--- config.mk ---
export PLATFORM = sky130hd
export DESIGN_NAME = srpc_regs
export DESIGN_NICKNAME = d
export VERILOG_FILES = /design/src/core/srpc_hold.v /design/src/core/srpc_regs.v
export VERILOG_INCLUDE_DIRS = /design/src /design/src/core
export SDC_FILE = /design/constraint.sdc
export NUM_CORES = 1
export LEC_CHECK = 0
export ABC_AREA = 1
export BUFFER_PORTS_ARGS = -buffer_cell sky130_fd_sc_hd__buf_4
export CORE_AREA = 2 2 104 106
export DETAILED_ROUTE_END_ITERATION = 10
export DIE_AREA = 0 0 106 108
export RECOVER_POWER = 100
export SYNTH_ARGS = -nofsm -noshare
export SYNTH_HDL_FRONTEND = slang
export SYNTH_SLANG_ARGS = --single-unit
--- constraint.sdc ---
create_clock -name CLK_SYS -period 3.56 [get_ports CLK_SYS]
set_clock_uncertainty 0.2 [all_clocks]
set_input_delay 0.534 -clock CLK_SYS [delete_from_list [all_inputs] [get_ports CLK_SYS]]
set_output_delay 0.534 -clock CLK_SYS [all_outputs]
set_load 0.1 [all_outputs]
--- src/core/srpc_defs.vh ---
// How it works
// - general_setup bit 0 picks array type, 0 monochrome, 1 colour; resets 0.
// - variant_info bits 9:8 read 0 on larger variant, 1 on smaller.
// - synth_reset_ctrl bits 3:0 equal to 0x9 hold synthesiser in reset; reset 0x9.
// - synth_reset_ctrl bits 7:4 equal to 0x9 hold lock detector reset; reset 0x9.
// - clockgen_reset_ctrl bits 3:0 equal to 0x9 hold clock generator reset.
// - analog_reset_ctrl bits 3:0 equal to 0x9 hold column multiplexer reset.
// - analog_reset_ctrl bits 7:4 equal to 0x9 hold analog front end reset.
// - analog_reset_ctrl bits 11:8 equal to 0x9 hold serializer reset; register 0x0999.
// - synth_power_ctrl bit 0 low powers synthesiser down; resets to 0.
// - synth_power_ctrl bit 1 high enables the synthesiser; resets to 0.
// - synth_power_ctrl bit 2 high bypasses the synthesiser; resets to 1.
`ifndef SRPC_DEFS_VH
`define SRPC_DEFS_VH

// ----------------------------------------
// Register offsets
// ----------------------------------------
`define SRPC_AW              9
`define SRPC_DW              16
`define SRPC_OFS_IDENT       9'h000
`define SRPC_OFS_VARIANT     9'h001
`define SRPC_OFS_GENERAL     9'h002
`define SRPC_OFS_SYNTH_RST   9'h008
`define SRPC_OFS_CLKGEN_RST  9'h009
`define SRPC_OFS_ANALOG_RST  9'h00a
`define SRPC_OFS_SYNTH_PWR   9'h010
`define SRPC_OFS_SYNTH_TUNE  9'h011

// ----------------------------------------
// Field positions
// ----------------------------------------
`define SRPC_GEN_COLOR       0
`define SRPC_GEN_GLOB_LO     2
`define SRPC_GEN_GLOB_HI     3
`define SRPC_VAR_RES_LO      8
`define SRPC_VAR_RES_HI      9
`define SRPC_PWR_PWD_N       0
`define SRPC_PWR_ENABLE      1
`define SRPC_PWR_BYPASS      2
`define SRPC_FIELD_W         4

// ----------------------------------------
// Reset values and codes
// ----------------------------------------
`define SRPC_RST_GENERAL     16'h0000
`define SRPC_RST_SYNTH_RST   16'h0099
`define SRPC_RST_CLKGEN_RST  16'h0009
`define SRPC_RST_ANALOG_RST  16'h0999
`define SRPC_RST_SYNTH_PWR   16'h0004
`define SRPC_RST_SYNTH_TUNE  16'h2113
`define SRPC_VAR_LOW_NIBBLE  4'h1
`define SRPC_SOFT_RST_CODE   4'h9
`define SRPC_IDENT_VALUE     16'h1234 // Arbitrary value, not a real part code
`define SRPC_STRAP_CATCH     2'h2     // Edges after release before strap is caught

`endif

--- src/core/srpc_hold.v ---
`timescale 1ns/100ps
// ----------------------------------------
// Soft-reset field decoder
// ----------------------------------------
`include "srpc_defs.vh"

module srpc_hold (
	input  wire                     clk,     // System clock
	input  wire                     rst_n,   // Synchronised reset, active low
	input  wire [`SRPC_FIELD_W-1:0] field,   // Soft-reset code field
	output reg                      hold_q   // Block held in reset
);

	// Registered compare; reset leaves the block held, as the field resets to the code
	always @(posedge clk or negedge rst_n) begin
		if (!rst_n) begin
			hold_q <= 1'b1;
		end else begin
			hold_q <= (field == `SRPC_SOFT_RST_CODE);
		end
	end

endmodule // srpc_hold

--- src/core/srpc_regs.v ---
`timescale 1ns/100ps
// ----------------------------------------
// Sensor reset and synthesiser register bank
// ----------------------------------------
`include "srpc_defs.vh"

module srpc_regs (
	input  wire                   CLK_SYS,       // 20 MHz system clock
	input  wire                   RESETN,        // Asynchronous reset, active low
	input  wire                   VARIANT_SMALL, // Strap pin, high on smaller variant
	input  wire [`SRPC_AW-1:0]    REG_ADDR,      // Register offset
	input  wire                   REG_WR,        // Write strobe, one cycle
	input  wire [`SRPC_DW-1:0]    REG_WDATA,     // Write data
	input  wire                   REG_RD,        // Read strobe, one cycle
	output reg  [`SRPC_DW-1:0]    REG_RDATA,     // Read data
	output reg                    REG_RVALID,    // Read data valid pulse
	output reg                    COLOR_MODE,    // High for colour array
	output wire                   SYNTH_RST,     // Synthesiser held in reset
	output wire                   LOCKDET_RST,   // Lock detector held in reset
	output wire                   CLKGEN_RST,    // Clock generator held in reset
	output wire                   COLMUX_RST,    // Column multiplexer held in reset
	output wire                   AFE_RST,       // Analog front end held in reset
	output wire                   SER_RST,       // Serializer held in reset
	output reg                    SYNTH_PWD_N,   // Synthesiser powered, high active
	output reg                    SYNTH_EN,      // Synthesiser enable
	output reg                    SYNTH_BYPASS   // Synthesiser bypassed
);

	// ----------------------------------------
	// Address decode
	// ----------------------------------------
	function hit;
		input [`SRPC_AW-1:0] addr;
		input [`SRPC_AW-1:0] ofs;
		begin
			hit = (addr == ofs);
		end
	endfunction

	// ----------------------------------------
	// Reset release
	// ----------------------------------------
	reg rst_meta_q;
	reg rst_n_q;

	// Release is synchronous so no flop sees reset leave mid-cycle
	always @(posedge CLK_SYS or negedge RESETN) begin
		if (!RESETN) begin
			rst_meta_q <= 1'b0;
			rst_n_q    <= 1'b0;
		end else begin
			rst_meta_q <= 1'b1;
			rst_n_q    <= rst_meta_q;
		end
	end

	// ----------------------------------------
	// Variant strap capture
	// ----------------------------------------
	reg       strap_meta_q;
	reg       strap_sync_q;
	reg [1:0] strap_cnt_q;
	reg       variant_q;

	// Strap is a pin: two flops, caught once the chain holds the pin; later changes ignored
	always @(posedge CLK_SYS or negedge rst_n_q) begin
		if (!rst_n_q) begin
			strap_meta_q <= 1'b0;
			strap_sync_q <= 1'b0;
			strap_cnt_q  <= 2'h0;
			variant_q    <= 1'b0;
		end else begin
			strap_meta_q <= VARIANT_SMALL;
			strap_sync_q <= strap_meta_q;
			if (strap_cnt_q != 2'h3) begin
				strap_cnt_q <= strap_cnt_q + 2'h1;
			end
			// Catching earlier would take the chain's reset value, not the pin
			if (strap_cnt_q == `SRPC_STRAP_CATCH) begin
				variant_q <= strap_sync_q;
			end
		end
	end

	// ----------------------------------------
	// Writable registers
	// ----------------------------------------
	reg [`SRPC_DW-1:0] general_q;
	reg [`SRPC_DW-1:0] synth_rst_q;
	reg [`SRPC_DW-1:0] clkgen_rst_q;
	reg [`SRPC_DW-1:0] analog_rst_q;
	reg [`SRPC_DW-1:0] synth_pwr_q;
	reg [`SRPC_DW-1:0] synth_tune_q;

	// Identity and variant offsets have no write path at all
	always @(posedge CLK_SYS or negedge rst_n_q) begin
		if (!rst_n_q) begin
			general_q    <= `SRPC_RST_GENERAL;
			synth_rst_q  <= `SRPC_RST_SYNTH_RST;
			clkgen_rst_q <= `SRPC_RST_CLKGEN_RST;
			analog_rst_q <= `SRPC_RST_ANALOG_RST;
			synth_pwr_q  <= `SRPC_RST_SYNTH_PWR;
			synth_tune_q <= `SRPC_RST_SYNTH_TUNE;
		end else if (REG_WR) begin
			if (hit(REG_ADDR, `SRPC_OFS_GENERAL)) begin
				// Only colour and pinout bits are stored; the rest read zero
				general_q <= REG_WDATA & 16'h000d;
			end
			if (hit(REG_ADDR, `SRPC_OFS_SYNTH_RST)) begin
				synth_rst_q <= REG_WDATA & 16'h00ff;
			end
			if (hit(REG_ADDR, `SRPC_OFS_CLKGEN_RST)) begin
				clkgen_rst_q <= REG_WDATA & 16'h000f;
			end
			if (hit(REG_ADDR, `SRPC_OFS_ANALOG_RST)) begin
				analog_rst_q <= REG_WDATA & 16'h0fff;
			end
			if (hit(REG_ADDR, `SRPC_OFS_SYNTH_PWR)) begin
				synth_pwr_q <= REG_WDATA & 16'h0007;
			end
			if (hit(REG_ADDR, `SRPC_OFS_SYNTH_TUNE)) begin
				synth_tune_q <= REG_WDATA;
			end
		end
	end

	// ----------------------------------------
	// Read-only values
	// ----------------------------------------
	wire [`SRPC_DW-1:0] ident_val;
	wire [`SRPC_DW-1:0] variant_val;

	// Identity value is arbitrary, not any real part code
	assign ident_val   = `SRPC_IDENT_VALUE;
	assign variant_val = {6'h00, 1'b0, variant_q, 4'h0, `SRPC_VAR_LOW_NIBBLE};

	// ----------------------------------------
	// Read port
	// ----------------------------------------
	reg [`SRPC_DW-1:0] rdata_d;

	// Unmapped offsets read zero
	always @* begin
		rdata_d = 16'h0000;
		case (REG_ADDR)
			`SRPC_OFS_IDENT:      rdata_d = ident_val;
			`SRPC_OFS_VARIANT:    rdata_d = variant_val;
			`SRPC_OFS_GENERAL:    rdata_d = general_q;
			`SRPC_OFS_SYNTH_RST:  rdata_d = synth_rst_q;
			`SRPC_OFS_CLKGEN_RST: rdata_d = clkgen_rst_q;
			`SRPC_OFS_ANALOG_RST: rdata_d = analog_rst_q;
			`SRPC_OFS_SYNTH_PWR:  rdata_d = synth_pwr_q;
			`SRPC_OFS_SYNTH_TUNE: rdata_d = synth_tune_q;
			default:              rdata_d = 16'h0000;
		endcase
	end

	// Data held until the next read so a slow serial port can shift it out
	always @(posedge CLK_SYS or negedge rst_n_q) begin
		if (!rst_n_q) begin
			REG_RDATA  <= 16'h0000;
			REG_RVALID <= 1'b0;
		end else begin
			REG_RVALID <= REG_RD;
			if (REG_RD) begin
				REG_RDATA <= rdata_d;
			end
		end
	end

	// ----------------------------------------
	// Control outputs
	// ----------------------------------------
	// Registered copies keep outputs glitch free at the analog boundary
	always @(posedge CLK_SYS or negedge rst_n_q) begin
		if (!rst_n_q) begin
			COLOR_MODE   <= 1'b0;
			SYNTH_PWD_N  <= 1'b0;
			SYNTH_EN     <= 1'b0;
			SYNTH_BYPASS <= 1'b1;
		end else begin
			COLOR_MODE   <= general_q[`SRPC_GEN_COLOR];
			SYNTH_PWD_N  <= synth_pwr_q[`SRPC_PWR_PWD_N];
			SYNTH_EN     <= synth_pwr_q[`SRPC_PWR_ENABLE];
			SYNTH_BYPASS <= synth_pwr_q[`SRPC_PWR_BYPASS];
		end
	end

	// ----------------------------------------
	// Soft-reset decoders
	// ----------------------------------------
	wire [23:0] fields;
	wire [5:0]  holds;

	// Order: synth, lock detector, clock gen, column mux, front end, serializer
	assign fields = {analog_rst_q[11:8], analog_rst_q[7:4], analog_rst_q[3:0],
	                 clkgen_rst_q[3:0], synth_rst_q[7:4], synth_rst_q[3:0]};

	genvar gi;
	generate
		for (gi = 0; gi < 6; gi = gi + 1) begin : g_hold
			srpc_hold u_hold (
				.clk    (CLK_SYS),
				.rst_n  (rst_n_q),
				.field  (fields[gi*4 +: 4]),
				.hold_q (holds[gi])
			);
		end
	endgenerate

	assign SYNTH_RST   = holds[0];
	assign LOCKDET_RST = holds[1];
	assign CLKGEN_RST  = holds[2];
	assign COLMUX_RST  = holds[3];
	assign AFE_RST     = holds[4];
	assign SER_RST     = holds[5];

endmodule // srpc_regs

Word level (Yosys, flattened, before mapping)
Index checks and enable logic that the tools add are counted.
W data, S select, Z words.
{"block": "word_totals", "register_bits": 80, "word_cells": 48, "out_inout_bits": 27, "input_bits": 30}
{"block": "op_classes", "reduce_logical": 7, "n_eq_ne": 15, "n_mux": 1, "n_addsub": 1}
{"operator": "$pmux W16 S8", "count": 1}
{"operator": "$eq A9 B4 Y1 const B", "count": 3}
{"operator": "$eq A4 B4 Y1 const B", "count": 6}
{"operator": "$eq A9 B5 Y1 const B", "count": 2}
{"operator": "$reduce_and A2 Y1", "count": 6}
{"operator": "$eq A9 B1 Y1 const B", "count": 1}
{"operator": "$eq A9 B2 Y1 const B", "count": 1}
{"operator": "$logic_not A9 Y1", "count": 1}
{"operator": "$add A2 B1 Y2 const B", "count": 1}
{"operator": "$eq A2 B2 Y1 const B", "count": 1}
{"operator": "$ne A2 B2 Y1 const B", "count": 1}

Longest topological paths before layout
Gate-level depths: netlist of run 1.
{"block": "logic_depth", "word_depth": 2, "depth_mapped": 9, "depth_no_buf": 9}

Hierarchy
From an unflattened synthesis of run 1, not the netlist that was laid out.
{"block": "unflattened", "cells_unflattened": 415, "hier_area_um2": 3662.3}
{"mod": "srpc_regs", "seq_area_each_um2": 1875.5, "area_per_inst_um2": 3377.0, "cells_per_inst": 379, "n_inst": 1}
{"mod": "srpc_hold", "seq_area_each_um2": 26.3, "area_per_inst_um2": 47.5, "cells_per_inst": 6, "n_inst": 6}

Worst setup path before layout of run 1
No wires, ideal clock.
{"block": "synth_timing", "path_kind": "input -> register", "from": "in REG_ADDR[5]", "to": "reg analog_rst_q[6]", "t_arrival_ps": 1420, "t_required_ps": 3240, "n_path_buf": 1, "setup_ps": 120, "path_stages": 9, "slack_ps": 1820, "path_cell_list": "nor2_1 > nand2_1 > nor2_2 > nand2_1 > clkinv_2 > nand2_4 > buf_6 > nand2_1 > o21ai_2"}
{"block": "synth_between", "elab_chain_cells": 2}
{"element": "from (decl)", "line_no": "srpc_regs.v:11", "source": "input wire [`SRPC_AW-1:0] REG_ADDR,"}
{"element": "$eq A9 B4 Y1", "line_no": "srpc_regs.v:36", "source": "hit = (addr == ofs);"}
{"element": "$reduce_and A2 Y1 (no source line)"}
{"element": "to (signal assigned)", "line_no": "srpc_regs.v:101", "source": "analog_rst_q <= `SRPC_RST_ANALOG_RST;"}
{"element": "to (signal assigned)", "line_no": "srpc_regs.v:116", "source": "analog_rst_q <= REG_WDATA & 16'h0fff;"}
{"element": "to (decl)", "line_no": "srpc_regs.v:91", "source": "reg [`SRPC_DW-1:0] analog_rst_q;"}
No other way between the ends.
A chain may end at the register's enable or synchronous reset.

Worst setup path after layout of run 1
{"block": "layout_timing", "from": "reg g_hold[0].u_hold.hold_q", "to": "out SYNTH_RST"}
{"element": "from (decl)", "line_no": "srpc_hold.v:11", "source": "output reg hold_q"}
{"element": "from (signal assigned)", "line_no": "srpc_hold.v:19", "source": "hold_q <= (field == `SRPC_SOFT_RST_CODE);"}
{"element": "to (decl)", "line_no": "srpc_regs.v:18", "source": "output wire SYNTH_RST,"}
No word-level cell between the ends.

==> impl_metrics.json, run 1 <==
{
  "status": "complete, but fails checks",
  "violations": "max-capacitance violations, max-slew violations",
  "cts.sinks": 80,
  "grt_usage_pct": 14.6,
  "wl_per_cell_um": 13.6,
  "grt_max_degree": 79,
  "tightest_slew_ns": 1.67,
  "area_growth_syn_to_layout_pct": 13.8,
  "synth_ff_type": "dfrtp_1",
  "vias_per_cell": 4.47,
  "finalSetupViolCount": 0,
  "path_clk_slew_ns": 0.08,
  "r2r_cells": 0,
  "cp_data_arrival_time_ns": 1.73,
  "powerDensity_mw_per_mm2": 443,
  "r2r-start": "rst_n_q$_DFF_PN0_",
  "numCtsBuffers": 9,
  "gr-usage-met3_pct": 3.50,
  "grt_pass1_vias": 2578,
  "nNetsFinal": 472,
  "cp_data_required_time_ns": 2.83,
  "finalCritPeriodShare_pct": 69.1,
  "hp-class": "input pin to flip-flop",
  "whs_path_depth": 1,
  "crit_path_max_fanout": 1,
  "syn_inst": 381,
  "tns_ns": 0,
  "syn_area_mm2": 0.00357,
  "rrSetupSlack_ns": 1.62,
  "critPathSlowestCell": "clkbuf_1",
  "final-hold-violation-count": 0,
  "worst_setup_path_start_kind": "flip-flop",
  "busiest_layer": "met2",
  "end_kind": "output port",
  "cts_tree": "done",
  "dieArea_mm2": 0.0114,
  "synth-edff-count": 0,
  "n_antenna_cell": 0,
  "antenna_found_initial": 0,
  "cts-resized-gates": 0,
  "ir_drop_mv": 0.209,
  "yosys_warnings": 0,
  "path_cells": "clkbuf_1",
  "final_antenna_net_count": 0,
  "whs_endpoint": "strap_meta_q$_DFF_PN0_",
  "dp_hpwl_um": 5570,
  "overflow": 0,
  "clockRootBuffer": "clkbuf_8",
  "clk_path_buf_depth": 2,
  "cap_violations": 1,
  "slew-limit-headroom_pct": -11.6,
  "die_w_um": 106,
  "initial_utilization_pct": 34.9,
  "coreArea_mm2": 0.0102,
  "cpPeakStageDelay_ns": 0.86,
  "h-tree-depth": 3,
  "gp_congestion": 0.846,
  "synth.avg_cell_area_um2": 9.36,
  "drc_errors": 0,
  "fp.dieH_um": 108,
  "fmax_mhz": 406,
  "drv_slew": 79,
  "io_buffer_count": 56,
  "p_leak_nw": 1.94,
  "grt_use_met2_pct": 23.5,
  "clock_latency_ns": 0.35,
  "layout-drive-gt1-share_pct": 17.3,
  "critical_path_class": "flip-flop to output port",
  "crit_start": "g_hold[0].u_hold.hold_q$_DFF_PN1_",
  "routed_wl_um": 7890,
  "ys_types": 29,
  "pin_count": 57,
  "yosysSeqAreaShare_pct": 57.0,
  "grt_pass1_wl_um": 12800,
  "synth_seq_cells": 80,
  "min_from": "VARIANT_SMALL",
  "hold_slack_ns": 0.108,
  "rsz0062_at_grt": "false",
  "first_pass_iters": 4,
  "path_buf_inv": 1,
  "vias": 2596,
  "first_iter_violations": 123,
  "syn_nets": 413,
  "critPathTopFamily": "buffers and inverters",
  "met1_usage_pct": 19.2,
  "async_flop_share_pct": 100,
  "r2r-end": "analog_rst_q[2]$_DFFE_PN0P_",
  "fp-row-count": 37,
  "period_needed_ns": 2.46
}
## how the worst max path moves through the flow
stage	to	depth (start not counted)	slack, ns
after floorplan	COLOR_MODE$_DFF_PN0_	0	1.01
after global placement	synth_tune_q[12]$_DFFE_PN0P_	9	1.42
after detailed placement	synth_tune_q[12]$_DFFE_PN0P_	9	1.36
after CTS	LOCKDET_RST	1	1.66
after global routing	analog_rst_q[4]$_DFFE_PN1P_	8	1.00
final	SYNTH_RST	1	1.10
## area by class of cell
type | count | area [µm²]
clock inverter | 3 | 65.1
tap | 136 | 170
fill | 1083 | 6170
inverter | 37 | 141
multi-input combinational | 255 | 1180
clock buffer | 13 | 159
sequential | 80 | 2030
timing repair buffer | 57 | 314
## power breakdown
part	internal, mW	total, mW	switching [mW]
Combinational	0.0318	0.0913	0.0595
Sequential	0.931	0.959	0.0278
Clock	0.433	0.750	0.317
Total	1.40	1.80	0.404
## what timing repair did
action	in CTS	in global routing
buffers inserted	0	0
hold endpoints to repair	2	0
endpoints found under the setup margin	0	0
hold buffers	1	0
## sequential cells by signal (all words and copies together), names as in the netlist, 2 cells and up
signal / count
REG_RDATA: 16
synth_tune_q: 16
analog_rst_q: 12
synth_rst_q: 8
g_hold.u_hold.hold_q: 6
clkgen_rst_q: 4
general_q: 3
synth_pwr_q: 3
strap_cnt_q: 2
## synth_stat cells (2+ instances only)
master | n | share of area (%)
o31ai_1 | 3 | 0.63
dfrtp_1 | 55 | 39
inv_2 | 3 | 0.32
nand2_4 | 3 | 0.95
inv_1 | 32 | 3.4
nand3_1 | 30 | 4.2
clkbuf_1 | 2 | 0.21
buf_6 | 6 | 1.9
nand2_2 | 2 | 0.35
o21ai_2 | 30 | 7.4
ha_1 | 2 | 0.70
nor2_2 | 6 | 1.1
o21ai_0 | 3 | 0.42
dfstp_2 | 25 | 18
nor2_1 | 14 | 1.5
o21ai_1 | 16 | 2.2
nand2_1 | 128 | 13
nor2_4 | 2 | 0.63
a21oi_2 | 4 | 0.98
nor3_1 | 5 | 0.70
nor3_2 | 2 | 0.56
## stage by stage
stage | setup WS (ns) | power [mW] | util, % | std cells | instance area [µm²]
2_1_floorplan | 1.01 | 1.03 | - | 381 | 3570
3_3_place_gp | 1.42 | 1.08 | 39.9 | 564 | 4080
3_5_place_dp | 1.36 | 1.08 | 39.9 | 564 | 4080
4_1_cts | 1.66 | 1.84 | 42.2 | 581 | 4320
5_1_grt | 1.00 | 1.87 | 39.7 | 581 | 4060
6_report | 1.10 | 1.80 | 39.7 | 581 | 4060
## routing by layer
| layer | share of wire (%) | vias up | wire [µm] |
|---|---|---|---|
| li1 | - | 1324 | - |
| met1 | 47 | 1211 | 3690 |
| met2 | 47 | 47 | 3720 |
| met3 | 4.2 | 14 | 332 |
| met4 | 1.8 | 0 | 143 |
| met5 | 0 | - | 0 |
## placed cells by master, fill, tap and decap left out, types with 2 or more instances in the layout
cell        instances
buf_4              24
nand3_1            30
nand2_1           131
o21ai_0            37
clkbuf_8           11
dfstp_1             7
dfstp_2            18
inv_2               2
o21ai_1             7
o21ai_2             5
clkinvlp_2          2
clkbuf_1           33
nor3_1              6
o31ai_1             3
inv_1              32
dfrtp_1            54
nor2_1             20
bufinv_16           2
a21oi_2             4
ha_1                2
## cell families (layout without fill, tap and decap cells)
kind of cell,Yosys count,in the layout,share of synthesized area (%)
AND/OR/NAND/NOR,193,193,23.6
flip-flops,80,80,57.0
AO/OA/AOI/OAI,57,57,11.9
buffers and inverters,46,110,6.21
adder cells (fa/ha/maj),2,2,0.701
other,1,1,0.105
XOR/XNOR,1,1,0.246
multiplexers,1,1,0.316
No activity file was read; power rests on OpenSTA's default activity.
==> run 2, diff against run 1 <==
- clock period: 3.56 -> 2.35 ns (I/O delays scaled with it)
==> impl_metrics.json, run 2 (same netlist as run 1, synthesis figures left out) <==
{
  "cp_data_required_time_ns": 1.80,
  "n_antenna_cell": 0,
  "clock_latency_ns": 0.34,
  "switching_share_pct": 23.0,
  "fp.dieH_um": 108,
  "p_int_mw": 2.01,
  "combPwrFrac_pct": 6.5,
  "vias_per_cell": 4.51,
  "tightest_slew_ns": 1.05,
  "critPathSlowestCell": "dfstp_2",
  "cp_data_arrival_time_ns": 1.31,
  "r2r_cells": 1,
  "finalCritPeriodShare_pct": 79.3,
  "io_buffer_count": 56,
  "final_util_pct": 40.4,
  "worst_slack_ns": 0.487,
  "hp-class": "input pin to flip-flop",
  "layout_commonest_cell": "nand2_1",
  "dp.cells": 567,
  "antenna_found_initial": 0,
  "cap_violations": 0,
  "finalSetupViolCount": 0,
  "powerDensity_mw_per_mm2": 632,
  "drv_slew": 0,
  "seqPwrFrac_pct": 54.7,
  "first_pass_iters": 4,
  "period_needed_ns": 1.86,
  "slew-limit-headroom_pct": 30.1,
  "wl_per_cell_um": 13.2,
  "fp-row-count": 37,
  "area_growth_syn_to_layout_pct": 15.8,
  "cts.sinks": 80,
  "finalPower_mw": 2.61,
  "pin_count": 57,
  "ir_drop_mv": 0.202,
  "drc_errors": 0,
  "routed_wl_um": 7710,
  "crit_path_max_fanout": 1,
  "cts_tree": "done",
  "layout.cells.non_filler": 585,
  "dp_hpwl_um": 5560,
  "clk_path_buf_depth": 2,
  "p_leak_nw": 2.07,
  "final_antenna_net_count": 0,
  "rsz0062_at_grt": "false",
  "cts-resized-gates": 0,
  "fmax_mhz": 537,
  "vias": 2641,
  "first_iter_violations": 160,
  "h-tree-depth": 3,
  "nNetsFinal": 476,
  "worst_setup_path_start_kind": "flip-flop",
  "power.switching_uw": 601,
  "tns_ns": 0,
  "place_area_mm2": 0.00412,
  "final-hold-violation-count": 0,
  "worst-path-stages": 1,
  "numCtsBuffers": 9,
  "cpPeakStageDelay_ns": 0.52,
  "layout-drive-gt1-share_pct": 25.6,
  "path_buf_inv": 1,
  "hold_slack_ns": 0.0488,
  "whs_path_depth": 3,
  "initial_utilization_pct": 34.9,
  "path_cells": "clkbuf_2",
  "critPathTopFamily": "flip-flops",
  "pwr-share-clk_pct": 38.8,
  "grt_pass1_vias": 2515,
  "grt_usage_pct": 14.2,
  "cts_hold_buf": 2,
  "overflow": 0,
  "dieArea_mm2": 0.0114,
  "critical_path_class": "flip-flop to output port",
  "layout.cells.most_common_list": "128 x nand2_1, 54 x dfrtp_1, 36 x o21ai_0, 32 x inv_1, 30 x nand3_1",
  "post-cts-setup-buffer-count": 0,
  "grt_max_degree": 79,
  "top_regs": "REG_RDATA (16), synth_tune_q (16), analog_rst_q (12)",
  "status": "finished clean",
  "end_kind": "output port",
  "die_w_um": 106,
  "final_area_mm2": 0.00413,
  "coreArea_mm2": 0.0102,
  "clockRootBuffer": "clkbuf_8",
  "path_clk_slew_ns": 0.08,
  "gp_congestion": 0.837,
  "post-place-ws_ns": 0.369,
  "grt_pass1_wl_um": 12400
}
[run 2: changes by cell type in the layout (fill, tap and decap cells not counted), moves of 2 or more]
cell	previous run	this run
clkbuf_1	33	5
clkbuf_2	0	27
nand2_1	131	128
buf_4	24	26
clkbuf_4	1	3
nand2_2	1	3
o21ai_2	5	7
[run 2: final timing paths]
| path | start | end | slack [ns] |
|---|---|---|---|
| max | g_hold[0].u_hold.hold_q$_DFF_PN1_ | SYNTH_RST | 0.49 |
| min reg2reg | strap_meta_q$_DFF_PN0_ | strap_sync_q$_DFF_PN0_ | 0.15 |
| min | REG_WDATA[15] | synth_tune_q[15]$_DFFE_PN0P_ | 0.05 |
| min in group asynchronous | RESETN | rst_meta_q$_DFF_PN0_ | 0.12 |
| max in group asynchronous | rst_n_q$_DFF_PN0_ | synth_tune_q[6]$_DFFE_PN0P_ | 0.90 |
| max reg2reg | rst_n_q$_DFF_PN0_ | synth_tune_q[6]$_DFFE_PN0P_ | 0.90 |
[run 2: area by class of cell]
cell class	instances	area, µm²
sequential	80	2030
timing repair buffer	61	384
clock inverter	3	40.0
multi-input combinational	255	1200
inverter	37	143
fill	1053	6100
clock buffer	13	159
tap	136	170
[run 2: power by group through the flow]
stage          registers, mW  logic [mW]  clock network (mW)
6_report                1.43       0.169                1.01
5_1_grt                 1.43       0.189                1.10
4_1_cts                 1.43       0.195                1.04
3_5_place_dp            1.46       0.191                   0
3_3_place_gp            1.46       0.189                   0
2_1_floorplan           1.49      0.0672                   0
[run 2: per-layer routing]
| layer | vias to the layer above | routed length [µm] | GRT usage (%) |
|---|---|---|---|
| met5 | - | 0 | 0 |
| met4 | 0 | 73 | 5.17 |
| met3 | 4 | 254 | 3.98 |
| met2 | 42 | 3800 | 22.8 |
| met1 | 1258 | 3580 | 18.5 |
| li1 | 1337 | - | - |
==> run 3, diff against run 2 <==
- clock period: 2.35 -> 1.7 ns (I/O delays scaled with it)
==> impl_metrics.json, run 3 (same netlist as run 1, synthesis figures left out) <==
{
  "h-tree-depth": 3,
  "hold_slack_ns": -0.0147,
  "status": "complete, but fails checks",
  "final_area_mm2": 0.00437,
  "num-fill-cells": 1031,
  "io_buffer_count": 56,
  "area_growth_syn_to_layout_pct": 22.6,
  "layout-drive-gt1-share_pct": 28.1,
  "drc_errors": 0,
  "worst_setup_path_start_kind": "flip-flop",
  "dp_hpwl_um": 5680,
  "cpPeakStageDelay_ns": 0.52,
  "vias_per_cell": 4.48,
  "slew-limit-headroom_pct": 31.7,
  "wl_per_cell_um": 13.4,
  "path_clk_slew_ns": 0.08,
  "multi_input_area_mm2": 0.00121,
  "fp.dieH_um": 108,
  "drv_slew": 0,
  "period_needed_ns": 1.65,
  "die_w_um": 106,
  "powerDensity_mw_per_mm2": 831,
  "path_buf_inv": 1,
  "grt_pass1_wl_um": 13600,
  "grt_usage_pct": 15.3,
  "first_iter_violations": 135,
  "fp-row-count": 37,
  "end_kind": "output port",
  "critPathTopFamily": "flip-flops",
  "clockRootBuffer": "clkbuf_8",
  "top_regs": "REG_RDATA (16), synth_tune_q (16), analog_rst_q (12)",
  "layout.cells.most_common_list": "129 x nand2_1, 54 x dfrtp_1, 40 x buf_4, 33 x o21ai_0, 31 x inv_1",
  "cts.sinks": 80,
  "seqCellArea_mm2": 0.00203,
  "layout_commonest_cell": "nand2_1",
  "hp-class": "input pin to flip-flop",
  "cp_data_arrival_time_ns": 1.19,
  "coreArea_mm2": 0.0102,
  "cp_data_required_time_ns": 1.24,
  "clock_latency_ns": 0.36,
  "tightest_slew_ns": 1.02,
  "grt_pass1_vias": 2766,
  "gp_congestion": 0.898,
  "overflow": 0,
  "fmax_mhz": 606,
  "finalPower_mw": 3.64,
  "n_antenna_cell": 0,
  "path_cells": "clkbuf_4",
  "critPathSlowestCell": "dfstp_2",
  "critical_path_class": "flip-flop to output port",
  "vias": 2730,
  "ir_drop_mv": 0.374,
  "final_antenna_net_count": 0,
  "dieArea_mm2": 0.0114,
  "rsz0062_at_grt": "false",
  "place_area_mm2": 0.00421,
  "initial_utilization_pct": 34.9,
  "nNetsFinal": 500,
  "first_pass_iters": 6,
  "violations": "negative hold slack",
  "cts_tree": "done",
  "finalCritPeriodShare_pct": 97.0,
  "cap_violations": 0,
  "final-hold-violation-count": 3,
  "pin_count": 57,
  "routed_wl_um": 8140,
  "tns_ns": 0,
  "crit_path_max_fanout": 1,
  "finalSetupViolCount": 0,
  "numCtsBuffers": 9,
  "grt_max_degree": 79,
  "antenna_found_initial": 0,
  "clk_path_buf_depth": 2,
  "p_leak_nw": 2.19
}
## run 3: changes by cell type in the layout (fill, tap and decap cells not counted), sizes merged
cell | previous run | this run
dlygate4sd3 | 2 | 12
clkinvlp | 1 | 4
buf | 26 | 52
clkbuf | 46 | 30
clkinv | 3 | 5
inv | 35 | 34
## run 3: power by group
group / internal (mW) / switching, mW / total, mW
Combinational: 0.0992 / 0.167 / 0.266
Clock: 0.677 / 0.716 / 1.39
Sequential: 1.95 / 0.0246 / 1.98
## run 3: layout make-up
type,count,area share (%)
sequential,80,46.5
multi-input combinational,255,27.7
timing repair buffer,85,14.1
tap,136,3.89
inverter,37,3.32
clock buffer,9,2.83
clock inverter,7,1.66
## run 3: routing by layer
metal  GRT usage (%)  wire [µm]  vias to the layer above
met5               0          0                        -
met2            24.9       3900                       54
met3            2.29        293                       14
li1                -          -                     1386
met1            20.2       3790                     1276
met4            7.14        150                        0
## run 3: path summary, 6_finish.rpt
path,from,to,depth (start not counted),slack (ns)
max in group asynchronous,rst_n_q$_DFF_PN0_,SYNTH_PWD_N$_DFF_PN0_,1,0.28
max,g_hold[2].u_hold.hold_q$_DFF_PN1_,CLKGEN_RST,1,0.05
min in group asynchronous,rst_n_q$_DFF_PN0_,REG_RDATA[10]$_DFFE_PN0P_,1,0.35
min reg2reg,strap_meta_q$_DFF_PN0_,strap_sync_q$_DFF_PN0_,0,0.15
min,REG_WDATA[7],analog_rst_q[7]$_DFFE_PN1P_,3,-0.01
max reg2reg,rst_n_q$_DFF_PN0_,SYNTH_PWD_N$_DFF_PN0_,1,0.28
## run 3: metrics by stage
step / setup slack (ns) / hold WS, ns / std cells / util (%)
3_5_place_dp: -0.0406 / -0.160 / 579 / 41.1
3_3_place_gp: -0.0108 / -0.163 / 579 / 41.1
6_report: 0.0512 / -0.0147 / 609 / 42.7
2_1_floorplan: 0.167 / -0.241 / 381 / -
4_1_cts: 0.0389 / 0.0207 / 607 / 44.2
5_1_grt: 0.0370 / 0.00650 / 609 / 42.7
## run 3: timing repair
item | in CTS | in global routing
buffers inserted | 0 | 2
endpoints found under the setup margin | 0 | 2
hold buffers | 12 | 0
endpoints found under the hold margin | 16 | 0
gates resized for setup | 0 | 1
